**config.mk**
```make
export PLATFORM = sky130hd
export DESIGN_NAME = oscillator_select_control
export DESIGN_NICKNAME = d
export VERILOG_FILES = /design/src/common/osc_ctrl_pkg.sv /design/src/hdl/oscillator_select_control.sv /design/src/hdl/two_flop_sync.sv
export VERILOG_INCLUDE_DIRS = /design/src /design/src/common
export SDC_FILE = /design/constraint.sdc
export NUM_CORES = 1
export LEC_CHECK = 0
export BUFFER_PORTS_ARGS = -buffer_cell sky130_fd_sc_hd__buf_2
export CAP_MARGIN = 20
export CELL_PAD_IN_SITES_DETAIL_PLACEMENT = 0
export CELL_PAD_IN_SITES_GLOBAL_PLACEMENT = 1
export CORE_ASPECT_RATIO = 2
export CORE_MARGIN = 5
export CORE_UTILIZATION = 38
export CTS_CLUSTER_DIAMETER = 120
export DETAILED_ROUTE_END_ITERATION = 7
export PLACE_DENSITY = 0.79
export SLEW_MARGIN = 0
export SYNTH_ARGS = -nofsm -noshare
export SYNTH_HDL_FRONTEND = slang
export SYNTH_SLANG_ARGS = --single-unit
```
**constraint.sdc**
```tcl
create_clock -name clk_in -period 1.9 [get_ports clk_in]
set_clock_uncertainty 0.15 [all_clocks]
set_input_delay 0 -clock clk_in [delete_from_list [all_inputs] [get_ports clk_in]]
set_output_delay 0 -clock clk_in [all_outputs]
set_load 0.005 [all_outputs]
```
**src/common/osc_ctrl_params.svh**
```systemverilog
// Register offsets, field positions, reset values and timing counts for
// the oscillator select control block. Assumes inclusion by bare name.
`ifndef OSC_CTRL_PARAMS_SVH
`define OSC_CTRL_PARAMS_SVH

`define OSC_PERIPH_NUM        8'h04
`define OSC_REG_GENERAL       8'h00
`define OSC_REG_INTERNAL      8'h01
`define OSC_REG_CRYSTAL       8'h02

`define OSC_GEN_SEL_BIT       0
`define OSC_GEN_RST_BIT       1
`define OSC_INT_EN_BIT        0
`define OSC_INT_SLOW_BIT      1
`define OSC_XTAL_EN_BIT       0
`define OSC_XTAL_BIAS_BIT     1

`define OSC_GEN_RST_RESET     1'b0
`define OSC_INT_EN_RESET      1'b1
`define OSC_INT_SLOW_RESET    1'b0
`define OSC_XTAL_EN_RESET     1'b1
`define OSC_XTAL_BIAS_RESET   1'b1

// Tile reset hold after the new source reports running, in ns
`define OSC_RST_HOLD_NS       64
`define OSC_CLK_PERIOD_NS     8
`define OSC_RST_HOLD_CYC      ((`OSC_RST_HOLD_NS + `OSC_CLK_PERIOD_NS - 1) / `OSC_CLK_PERIOD_NS)

`endif

```
**src/common/osc_ctrl_pkg.sv**
```systemverilog
// Types shared by the oscillator select control block.
// Assumes the params header is compiled alongside.
package osc_ctrl_pkg;

  typedef struct packed {
    logic       valid;
    logic       write;
    logic [7:0] periph;
    logic [7:0] addr;
    logic [7:0] wdata;
  } periph_req_s;

  typedef struct packed {
    logic       xtal_en;
    logic       xtal_bias_en;
    logic       int_en;
    logic       int_slow;
  } osc_ctrl_s;

  typedef enum logic [3:0] {
    SW_IDLE = 4'b0001,
    SW_STOP = 4'b0010,
    SW_WAIT = 4'b0100,
    SW_HOLD = 4'b1000
  } switch_state_e;

endpackage : osc_ctrl_pkg

```
**src/hdl/oscillator_select_control.sv**
```systemverilog
// Oscillator select control: three byte registers on the peripheral
// byte port, clock source select with glitch-free switch, tile reset.
// Assumes the request struct is from same-clock logic, one per cycle.
`include "osc_ctrl_params.svh"

module oscillator_select_control
  import osc_ctrl_pkg::*;
  (
    input  wire logic        clk_in,
    input  wire logic        arst_n_in,
    input  wire logic        strap_sel_in,
    input  periph_req_s      req_in,
    input  wire logic        xtal_ready_in,
    input  wire logic        int_ready_in,
    output logic [7:0]       rdata_out,
    output logic             rvalid_out,
    output logic             sel_internal_out,
    output logic             gate_xtal_out,
    output logic             gate_int_out,
    output osc_ctrl_s        osc_ctrl_out,
    output logic             tile_reset_out
  );

  // ----------------------------------------------------------------
  // Pin synchronisers
  // ----------------------------------------------------------------
  logic [2:0] pins_sync;

  two_flop_sync #(.WIDTH(3)) u_sync (
    .clk_in    (clk_in),
    .arst_n_in (arst_n_in),
    .async_in  ({strap_sel_in, xtal_ready_in, int_ready_in}),
    .sync_out  (pins_sync)
  );

  logic strap_s;
  logic xtal_rdy_s;
  logic int_rdy_s;
  assign strap_s    = pins_sync[2];
  assign xtal_rdy_s = pins_sync[1];
  assign int_rdy_s  = pins_sync[0];

  // ----------------------------------------------------------------
  // Register access decode
  // ----------------------------------------------------------------
  function automatic logic hit(input periph_req_s r, input logic [7:0] off);
    hit = r.valid && (r.periph == `OSC_PERIPH_NUM) && (r.addr == off);
  endfunction : hit

  // Strap caught once the synchroniser holds its real level, not under reset
  logic [1:0] strap_arm_q,  strap_arm_d;
  logic       strap_done_q, strap_done_d;
  logic       sel_q,        sel_d;
  logic       rst_on_chg_q, rst_on_chg_d;
  osc_ctrl_s  ctrl_q,       ctrl_d;
  logic [7:0] rdata_q,      rdata_d;
  logic       rvalid_q,     rvalid_d;

  always_comb
  begin
    // Two edges for the synchroniser to fill before the strap is trusted
    strap_arm_d  = {strap_arm_q[0], 1'b1};
    strap_done_d = strap_arm_q[1];
    sel_d        = sel_q;
    rst_on_chg_d = rst_on_chg_q;
    ctrl_d       = ctrl_q;
    rdata_d      = rdata_q;
    rvalid_d     = 1'b0;
    if (!strap_done_q)
      sel_d = strap_s;
    if (req_in.write && strap_done_q)
    begin
      if (hit(req_in, `OSC_REG_GENERAL))
      begin
        sel_d        = req_in.wdata[`OSC_GEN_SEL_BIT];
        rst_on_chg_d = req_in.wdata[`OSC_GEN_RST_BIT];
      end
      if (hit(req_in, `OSC_REG_INTERNAL))
      begin
        ctrl_d.int_en   = req_in.wdata[`OSC_INT_EN_BIT];
        ctrl_d.int_slow = req_in.wdata[`OSC_INT_SLOW_BIT];
      end
      if (hit(req_in, `OSC_REG_CRYSTAL))
      begin
        ctrl_d.xtal_en      = req_in.wdata[`OSC_XTAL_EN_BIT];
        ctrl_d.xtal_bias_en = req_in.wdata[`OSC_XTAL_BIAS_BIT];
      end
    end
    if (req_in.valid && !req_in.write && req_in.periph == `OSC_PERIPH_NUM)
    begin
      rvalid_d = 1'b1;
      rdata_d  = 8'h00;
      if (hit(req_in, `OSC_REG_GENERAL))
      begin
        rdata_d[`OSC_GEN_SEL_BIT] = sel_q;
        rdata_d[`OSC_GEN_RST_BIT] = rst_on_chg_q;
      end
      if (hit(req_in, `OSC_REG_INTERNAL))
      begin
        rdata_d[`OSC_INT_EN_BIT]   = ctrl_q.int_en;
        rdata_d[`OSC_INT_SLOW_BIT] = ctrl_q.int_slow;
      end
      if (hit(req_in, `OSC_REG_CRYSTAL))
      begin
        rdata_d[`OSC_XTAL_EN_BIT]   = ctrl_q.xtal_en;
        rdata_d[`OSC_XTAL_BIAS_BIT] = ctrl_q.xtal_bias_en;
      end
    end
  end

  always_ff @(posedge clk_in or negedge arst_n_in)
  begin
    if (!arst_n_in)
    begin
      strap_arm_q  <= 2'h0;
      strap_done_q <= 1'b0;
      sel_q        <= 1'b0;
      rst_on_chg_q <= `OSC_GEN_RST_RESET;
      ctrl_q       <= '{xtal_en:      `OSC_XTAL_EN_RESET,
                        xtal_bias_en: `OSC_XTAL_BIAS_RESET,
                        int_en:       `OSC_INT_EN_RESET,
                        int_slow:     `OSC_INT_SLOW_RESET};
      rdata_q      <= 8'h00;
      rvalid_q     <= 1'b0;
    end
    else
    begin
      strap_arm_q  <= strap_arm_d;
      strap_done_q <= strap_done_d;
      sel_q        <= sel_d;
      rst_on_chg_q <= rst_on_chg_d;
      ctrl_q       <= ctrl_d;
      rdata_q      <= rdata_d;
      rvalid_q     <= rvalid_d;
    end
  end

  // ----------------------------------------------------------------
  // Glitch-free source switch and tile reset
  // ----------------------------------------------------------------
  localparam logic [3:0] HOLD_CYC = 4'(`OSC_RST_HOLD_CYC);

  switch_state_e st_q, st_d;
  logic       act_sel_q,   act_sel_d;
  logic       gx_q,        gx_d;
  logic       gi_q,        gi_d;
  logic       trst_q,      trst_d;
  logic       with_rst_q,  with_rst_d;
  logic [3:0] cnt_q,       cnt_d;
  logic       new_ready;

  // Readiness of the source being switched to, not of a later request
  assign new_ready = act_sel_q ? int_rdy_s : xtal_rdy_s;

  always_comb
  begin
    st_d       = st_q;
    act_sel_d  = act_sel_q;
    gx_d       = gx_q;
    gi_d       = gi_q;
    trst_d     = trst_q;
    with_rst_d = with_rst_q;
    cnt_d      = cnt_q;
    case (st_q)
      SW_IDLE:
      begin
        gx_d   = !act_sel_q;
        gi_d   = act_sel_q;
        trst_d = 1'b0;
        if (strap_done_q && sel_q != act_sel_q)
        begin
          gx_d       = 1'b0;
          gi_d       = 1'b0;
          with_rst_d = rst_on_chg_q;
          trst_d     = rst_on_chg_q;
          st_d       = SW_STOP;
        end
      end
      SW_STOP:
      begin
        act_sel_d = sel_q;
        st_d      = SW_WAIT;
      end
      SW_WAIT:
      begin
        if (new_ready)
        begin
          gx_d  = !act_sel_q;
          gi_d  = act_sel_q;
          cnt_d = HOLD_CYC;
          st_d  = with_rst_q ? SW_HOLD : SW_IDLE;
        end
      end
      SW_HOLD:
      begin
        if (cnt_q == 4'h0)
        begin
          trst_d = 1'b0;
          st_d   = SW_IDLE;
        end
        else
          cnt_d = cnt_q - 4'h1;
      end
      default:
        st_d = SW_IDLE;
    endcase
  end

  always_ff @(posedge clk_in or negedge arst_n_in)
  begin
    if (!arst_n_in)
    begin
      st_q       <= SW_IDLE;
      act_sel_q  <= 1'b0;
      gx_q       <= 1'b0;
      gi_q       <= 1'b0;
      trst_q     <= 1'b0;
      with_rst_q <= 1'b0;
      cnt_q      <= 4'h0;
    end
    else
    begin
      st_q       <= st_d;
      act_sel_q  <= act_sel_d;
      gx_q       <= gx_d;
      gi_q       <= gi_d;
      trst_q     <= trst_d;
      with_rst_q <= with_rst_d;
      cnt_q      <= cnt_d;
    end
  end

  assign rdata_out        = rdata_q;
  assign rvalid_out       = rvalid_q;
  assign sel_internal_out = act_sel_q;
  assign gate_xtal_out    = gx_q;
  assign gate_int_out     = gi_q;
  assign osc_ctrl_out     = ctrl_q;
  assign tile_reset_out   = trst_q;

endmodule : oscillator_select_control

```
**src/hdl/two_flop_sync.sv**
```systemverilog
// Two-flop synchroniser for a vector of independent levels.
// Assumes each bit is a slow level; no word coherency is implied.
module two_flop_sync
  #(parameter int WIDTH = 1)
  (
    input  wire logic             clk_in,
    input  wire logic             arst_n_in,
    input  wire logic [WIDTH-1:0] async_in,
    output logic      [WIDTH-1:0] sync_out
  );

  logic [WIDTH-1:0] meta_q;
  logic [WIDTH-1:0] sync_q;

  always_ff @(posedge clk_in or negedge arst_n_in)
  begin
    if (!arst_n_in)
    begin
      meta_q <= '0;
      sync_q <= '0;
    end
    else
    begin
      meta_q <= async_in;
      sync_q <= meta_q;
    end
  end

  assign sync_out = sync_q;

endmodule : two_flop_sync

```
==> results.json, run 1 <==
{
  "timing_worst_setup_path_type": "reg -> reg",
  "fillCellCount": 365,
  "initial_cell_density_of_the_core_pct": 38.7,
  "global_route.overflow_total": 0,
  "placed_cells_incl_taps": 210,
  "setup.worst_path.end_class": "flop",
  "globalRoute.busiestLayer": "met2",
  "routed_wirelength_um": 3030,
  "synth_seq_area_share_pct": 53.1,
  "first_pass_iters": 3,
  "routedWlPerCell_um": 13.4,
  "post-route-drc-count": 0,
  "ys.warnings.count": 0,
  "synthFlopType": "sky130_fd_sc_hd__dfrtp_1",
  "worstSetupStartpointType": "flop",
  "number_of_antenna_violations_at_the_first_check_in_global_routing": 0,
  "fp-row-count": 32,
  "cts_resized": 0,
  "final.min_clock_period_ns": 1.79,
  "max_stage_delay_ns": 0.49,
  "critical_path_arrival_ns": 1.84,
  "area_taken_by_flip_flops_and_latches_sq_um": 781,
  "buffer_ports.inserted": 35,
  "post_layout_net_count": 206,
  "run_status": "finished clean",
  "dieArea_sq_mm": 0.00529,
  "core_region_area_sq_mm": 0.00380,
  "maxClockFrequency_mhz": 560,
  "powerDensity_mw_per_mm2": 957,
  "grt_pass1_vias": 1176,
  "critical_path_peak_fanout": 4,
  "cts.path.max_buffers": 2,
  "use_met1_pct": 13.2,
  "post_layout_instance_count_excluding_filler_cells": 226,
  "avgViaCountPerCell": 4.90,
  "worst_ir_drop_vdd_uv": 651,
  "dpl.hpwl_um": 2410,
  "yosys_register_bits": 31,
  "clock_latency_ns": 0.28,
  "async_flop_share_pct": 100,
  "groute.layer.met3.usage_pct": 4.73,
  "timing.critical_path.cells": "inv_1 -> ha_1 -> or3b_2 -> nand2b_1 -> o21ai_0 -> o2bb2ai_1",
  "number_of_slew_limit_violations_in_the_final_report": 0,
  "cts-buffers-inserted": 5,
  "leakagePower_nw": 0.955,
  "cts_hold_buffers": 8,
  "dieHeight_um": 98.0,
  "die-width_um": 54.0,
  "netlist_instances": 121,
  "hold_path_class": "in -> reg",
  "setup_total_negative_slack_ns": 0,
  "clkTransAtPathRegs_ns": 0.06,
  "tritoncts": "built",
  "syn2layout_area_growth_pct": 30.1,
  "netlist_area_sq_mm": 0.00147,
  "yosys.area.top_type": "sky130_fd_sc_hd__dfrtp_1",
  "synth_top_cells_by_area": "sky130_fd_sc_hd__dfrtp_1, sky130_fd_sc_hd__dfstp_2, sky130_fd_sc_hd__mux2_2",
  "grt_max_degree": 32,
  "post-cts-setup-buffers": 0,
  "gp_congestion": 0.818,
  "setup_repair_after_global_routing_missed_its_margin": "false",
  "max_cap_viol_count": 0,
  "floorplan.io_pins": 48,
  "drt_iter0_drc": 15,
  "multi_input_gate_area_sq_um": 647,
  "timing.final.hold_violations": 0,
  "post_synth.cell_area_avg_sq_um": 12.2,
  "setup_violations": 0,
  "clock_sink_total": 31,
  "globalRouteMet2Util_pct": 22.3,
  "ratio_of_cells_with_drive_above_1_in_the_final_layout_pct": 41.1,
  "htree_levels": 2,
  "antennaDiodeCount": 0,
  "detailroute.via_count": 1107,
  "worst_pin_slew_ns": 0.681,
  "required_ns": 1.95,
  "period_share_pct": 94.0,
  "drtAntennaViolNets": 0,
  "first_pass_grt_wire_length_um": 5240,
  "critPathSlowestCell": "sky130_fd_sc_hd__or3b_2",
  "clockRootBuffer": "sky130_fd_sc_hd__clkbuf_8",
  "synth-edff-count": 0,
  "grt_util_all_layers_pct": 13.4,
  "synth_top_area_share_pct": 46.0,
  "distinct_cells_synth": 37,
  "worst_slew_margin_rel_pct": 54.6
}
critical path: cells and delay by family (launching register included):
family | cells | cell delay, ns
and+or+nand+nor | 2 | 0.66
adders and majority gates | 1 | 0.15
AOI/OAI and AO/OA | 2 | 0.27
DFF | 1 | 0.41
buffers and inverters | 1 | 0.07
through the flow:
step	power [W]	worst slack, ns	area [sq um]	util [%]	hold slack, ns
2_1_floorplan	0.00101	0.119	1490	-	-0.446
3_3_place_gp	0.00116	0.171	1720	45.1	-0.0856
3_5_place_dp	0.00118	0.126	1720	45.1	-0.0595
4_1_cts	0.00186	0.105	1910	50.3	0.0196
5_1_grt	0.00194	0.00662	1910	50.3	0.0303
6_report	0.00183	0.115	1910	50.3	0.0330
sequential cells by signal, summed over array words and instances (netlist names):
name / cells
sel_internal_out: 1
sel_q: 1
u_sync.meta_q: 3
rst_on_chg_q: 1
tile_reset_out: 1
u_sync.sync_out: 3
strap_arm_q: 2
gate_xtal_out: 1
strap_done_q: 1
st_q: 4
with_rst_q: 1
gate_int_out: 1
rdata_out: 2
cnt_q: 4
rvalid_out: 1
osc_ctrl_out: 4
cell usage in the layout (no fill, tap or decap), types with 2 or more instances in the layout:
cell,synthesis,layout
sky130_fd_sc_hd__xor2_1,3,3
sky130_fd_sc_hd__conb_1,2,7
sky130_fd_sc_hd__nor4b_4,2,2
sky130_fd_sc_hd__buf_2,0,35
sky130_fd_sc_hd__nand4_1,2,2
sky130_fd_sc_hd__buf_4,6,5
sky130_fd_sc_hd__nand2_1,11,11
sky130_fd_sc_hd__o21ai_0,3,3
sky130_fd_sc_hd__dfrtp_1,27,27
sky130_fd_sc_hd__mux2_2,9,9
sky130_fd_sc_hd__dfstp_2,4,4
sky130_fd_sc_hd__nand2b_1,3,3
sky130_fd_sc_hd__dlygate4sd3_1,0,8
sky130_fd_sc_hd__nor2_1,7,7
sky130_fd_sc_hd__inv_1,3,3
sky130_fd_sc_hd__o41ai_1,2,2
sky130_fd_sc_hd__nor4b_2,3,3
sky130_fd_sc_hd__mux2i_1,4,4
sky130_fd_sc_hd__nor3_1,5,5
sky130_fd_sc_hd__clkbuf_8,0,6
sky130_fd_sc_hd__nand3_1,5,5
sky130_fd_sc_hd__a21oi_1,2,2
cell families (layout without fill, tap and decap cells):
family,Yosys count,after routing,synth area share [%]
AOI/OAI and AO/OA,12,12,5.79
xor gates and xnor gates,3,3,1.79
adders and majority gates,1,1,0.851
buffers and inverters,10,59,4.17
DFF,31,31,53.1
muxes,13,13,9.62
other,2,7,0.511
and+or+nand+nor,49,49,24.2
final timing paths:
path / startpoint / to / slack [ns] / cells after the start
min reg2reg: strap_arm_q[0]$_DFF_PN0_ / strap_arm_q[1]$_DFF_PN0_ / 0.20 / 0
min: req_in[9] / osc_ctrl_out[1]$_DFFE_PN1P_ / 0.03 / 3
min in group asynchronous: arst_n_in / gate_xtal_out$_DFFE_PN0P_ / 0.14 / 2
max reg2reg: cnt_q[0]$_DFFE_PN0P_ / cnt_q[1]$_DFFE_PN0P_ / 0.11 / 6
max in group asynchronous: arst_n_in / u_sync.sync_out[2]$_DFF_PN0_ / 1.01 / 2
max: cnt_q[0]$_DFFE_PN0P_ / cnt_q[1]$_DFFE_PN0P_ / 0.11 / 6
metal layers:
metal,share of wire [%],up-vias
met5,0,-
met4,3.6,0
met3,6.2,12
met2,54,40
met1,36,529
li1,-,526
synth_stat cells, types with 2 or more instances:
| master | n |
|---|---|
| sky130_fd_sc_hd__dfrtp_1 | 27 |
| sky130_fd_sc_hd__nand2_1 | 11 |
| sky130_fd_sc_hd__mux2_2 | 9 |
| sky130_fd_sc_hd__nor2_1 | 7 |
| sky130_fd_sc_hd__buf_4 | 6 |
| sky130_fd_sc_hd__nand3_1 | 5 |
| sky130_fd_sc_hd__nor3_1 | 5 |
| sky130_fd_sc_hd__dfstp_2 | 4 |
| sky130_fd_sc_hd__mux2i_1 | 4 |
| sky130_fd_sc_hd__inv_1 | 3 |
| sky130_fd_sc_hd__nand2b_1 | 3 |
| sky130_fd_sc_hd__nor4b_2 | 3 |
| sky130_fd_sc_hd__o21ai_0 | 3 |
| sky130_fd_sc_hd__xor2_1 | 3 |
| sky130_fd_sc_hd__a21oi_1 | 2 |
| sky130_fd_sc_hd__conb_1 | 2 |
| sky130_fd_sc_hd__nand4_1 | 2 |
| sky130_fd_sc_hd__nor4b_4 | 2 |
| sky130_fd_sc_hd__o41ai_1 | 2 |
power by group:
| part | switching (W) | total (W) | internal, W |
|---|---|---|---|
| Combinational | 0.000176 | 0.000369 | 0.000193 |
| Sequential | 0.0000618 | 0.000798 | 0.000737 |
| Clock | 0.000240 | 0.000664 | 0.000424 |
layout make-up:
cell class	count	share of cell area [%]
sequential	31	40.8
multi-input combinational	85	33.8
timing repair buffer	48	15.3
clock buffer	6	4.32
tap	51	3.34
clock inverter	2	1.83
inverter	3	0.589
Note: power is estimated with default switching activity, not from simulation.
==> run 2: changes to the inputs <==
Settings changed: CORE_UTILIZATION 38 to 40, CTS_BUF_LIST set to sky130_fd_sc_hd__clkbuf_2 sky130_fd_sc_hd__clkbuf_4 sky130_fd_sc_hd__clkbuf_8, PLACE_DENSITY 0.79 to 0.82.
==> results.json, run 2 (same netlist as run 1, synthesis figures left out) <==
{
  "worst_pin_slew_ns": 0.651,
  "clockRootBuffer": "sky130_fd_sc_hd__clkbuf_8",
  "clock_sink_total": 31,
  "multi_input_gate_area_sq_um": 647,
  "setup_repair_after_global_routing_missed_its_margin": "false",
  "p_int_w": 0.00135,
  "dp_worst_setup_slack_ns": 0.126,
  "leakagePower_nw": 0.955,
  "avgViaCountPerCell": 4.92,
  "post_layout_instance_count_excluding_filler_cells": 224,
  "groute.layer.met3.usage_pct": 2.95,
  "first_pass_iters": 4,
  "maxClockFrequency_mhz": 555,
  "share_seq_of_total_power_pct": 43.7,
  "max_cap_viol_count": 0,
  "buffer_ports.inserted": 35,
  "dieArea_sq_mm": 0.00506,
  "grt_util_all_layers_pct": 13.8,
  "number_of_slew_limit_violations_in_the_final_report": 0,
  "most_common_cell_after_layout_fill_and_taps_aside": "sky130_fd_sc_hd__buf_2",
  "routed_wirelength_um": 2960,
  "worst_hold_slack_ns": 0.0240,
  "grt_pass1_vias": 1164,
  "dieHeight_um": 95.7,
  "run_status": "finished clean",
  "placed_cells_incl_taps": 208,
  "timing.final.hold_violations": 0,
  "cts.path.max_buffers": 2,
  "initial_cell_density_of_the_core_pct": 40.8,
  "fin_ws_ns": 0.0988,
  "post-cts-setup-buffers": 0,
  "post_layout_net_count": 206,
  "core_region_area_sq_mm": 0.00361,
  "globalRouteMet2Util_pct": 25.0,
  "setup.worst_path.end_class": "flop",
  "grt_max_degree": 32,
  "fillCellCount": 338,
  "timing_worst_setup_path_type": "reg -> reg",
  "fp-row-count": 31,
  "final.min_clock_period_ns": 1.80,
  "overall_power_after_layout_w": 0.00182,
  "setup_violations": 0,
  "worst_ir_drop_vdd_uv": 499,
  "setup_total_negative_slack_ns": 0,
  "first_pass_grt_wire_length_um": 5020,
  "required_ns": 1.96,
  "critical_path_peak_fanout": 4,
  "antennaDiodeCount": 0,
  "post-route-drc-count": 0,
  "routedWlPerCell_um": 13.2,
  "final_cell_mix": "sky130_fd_sc_hd__buf_2, sky130_fd_sc_hd__dfrtp_1, sky130_fd_sc_hd__nand2_1",
  "p_sw_w": 0.000468,
  "p_clk_share_pct": 36.1,
  "ratio_of_cells_with_drive_above_1_in_the_final_layout_pct": 41.1,
  "clock_latency_ns": 0.28,
  "period_share_pct": 94.8,
  "switching_share_pct": 25.7,
  "gp_congestion": 0.870,
  "area_taken_by_flip_flops_and_latches_sq_um": 781,
  "worst_slew_margin_rel_pct": 56.6,
  "hold_path_class": "in -> reg",
  "drtAntennaViolNets": 0,
  "globalRoute.busiestLayer": "met2",
  "die-width_um": 52.9,
  "cts_resized": 0,
  "detailroute.via_count": 1103,
  "cts_hold_buffers": 8,
  "syn2layout_area_growth_pct": 30.0,
  "cts-buffers-inserted": 5,
  "global_route.overflow_total": 0,
  "worstSetupStartpointType": "flop",
  "use_met1_pct": 13.5,
  "dpl.hpwl_um": 2350,
  "powerDensity_mw_per_mm2": 954,
  "number_of_antenna_violations_at_the_first_check_in_global_routing": 0,
  "tritoncts": "built",
  "drt_iter0_drc": 5,
  "p_comb_share_pct": 20.2,
  "htree_levels": 2,
  "clkTransAtPathRegs_ns": 0.06,
  "floorplan.io_pins": 48,
  "critical_path_arrival_ns": 1.86
}
[run 2: cell counts in the layout (fill, tap and decap cells not counted)]
No cell type changed its count.
[run 2: final timing paths]
kind / start / to / slack [ns] / cells past startpoint
worst min-delay path: req_in[9] / osc_ctrl_out[1]$_DFFE_PN1P_ / 0.02 / 3
min in group asynchronous: arst_n_in / cnt_q[0]$_DFFE_PN0P_ / 0.15 / 2
worst max register to register: cnt_q[0]$_DFFE_PN0P_ / cnt_q[1]$_DFFE_PN0P_ / 0.1 / 6
worst max-delay path: cnt_q[0]$_DFFE_PN0P_ / cnt_q[1]$_DFFE_PN0P_ / 0.1 / 6
max in group asynchronous: arst_n_in / strap_arm_q[1]$_DFF_PN0_ / 1.02 / 2
worst min register to register: u_sync.meta_q[2]$_DFF_PN0_ / u_sync.sync_out[2]$_DFF_PN0_ / 0.20 / 0
[run 2: routing by layer]
metal  vias up  wire, um
met5         -         0
met4         0       110
met3        11       170
met2        39      1680
met1       530      1000
li1        523         -
[run 2: worst max-delay path, cell delays in order, from the launching register on]
cell                        delay (ns)
sky130_fd_sc_hd__dfrtp_1          0.40
sky130_fd_sc_hd__inv_1            0.07
sky130_fd_sc_hd__ha_1             0.15
sky130_fd_sc_hd__or3b_2           0.49
sky130_fd_sc_hd__nand2b_1         0.18
sky130_fd_sc_hd__o21ai_0          0.14
sky130_fd_sc_hd__o2bb2ai_1        0.14
[run 2: through the flow]
| stage | instance area (sq um) | util [%] |
|---|---|---|
| final | 1910 | 53.0 |
| after global routing | 1910 | 53.0 |
| after CTS | 1910 | 53.0 |
| after detailed placement | 1710 | 47.5 |
| after global placement | 1710 | 47.5 |
| after floorplan | 1490 | - |
[run 2: power groups by stage]
stage	Sequential [W]	Clock, W	Combinational, W
finish	0.000796	0.000658	0.000368
floorplan	0.000810	0	0.000200
detailed placement	0.000809	0	0.000364
global route	0.000809	0.000704	0.000414
global placement	0.000805	0	0.000353
CTS	0.000798	0.000677	0.000376
[run 2: area by class of cell]
class                      instances  share of cell area [%]
tap                               49                    3.21
sequential                        31                    40.9
multi-input combinational         85                    33.9
inverter                           3                   0.589
clock buffer                       6                    4.32
clock inverter                     2                    1.83
timing repair buffer              48                    15.3
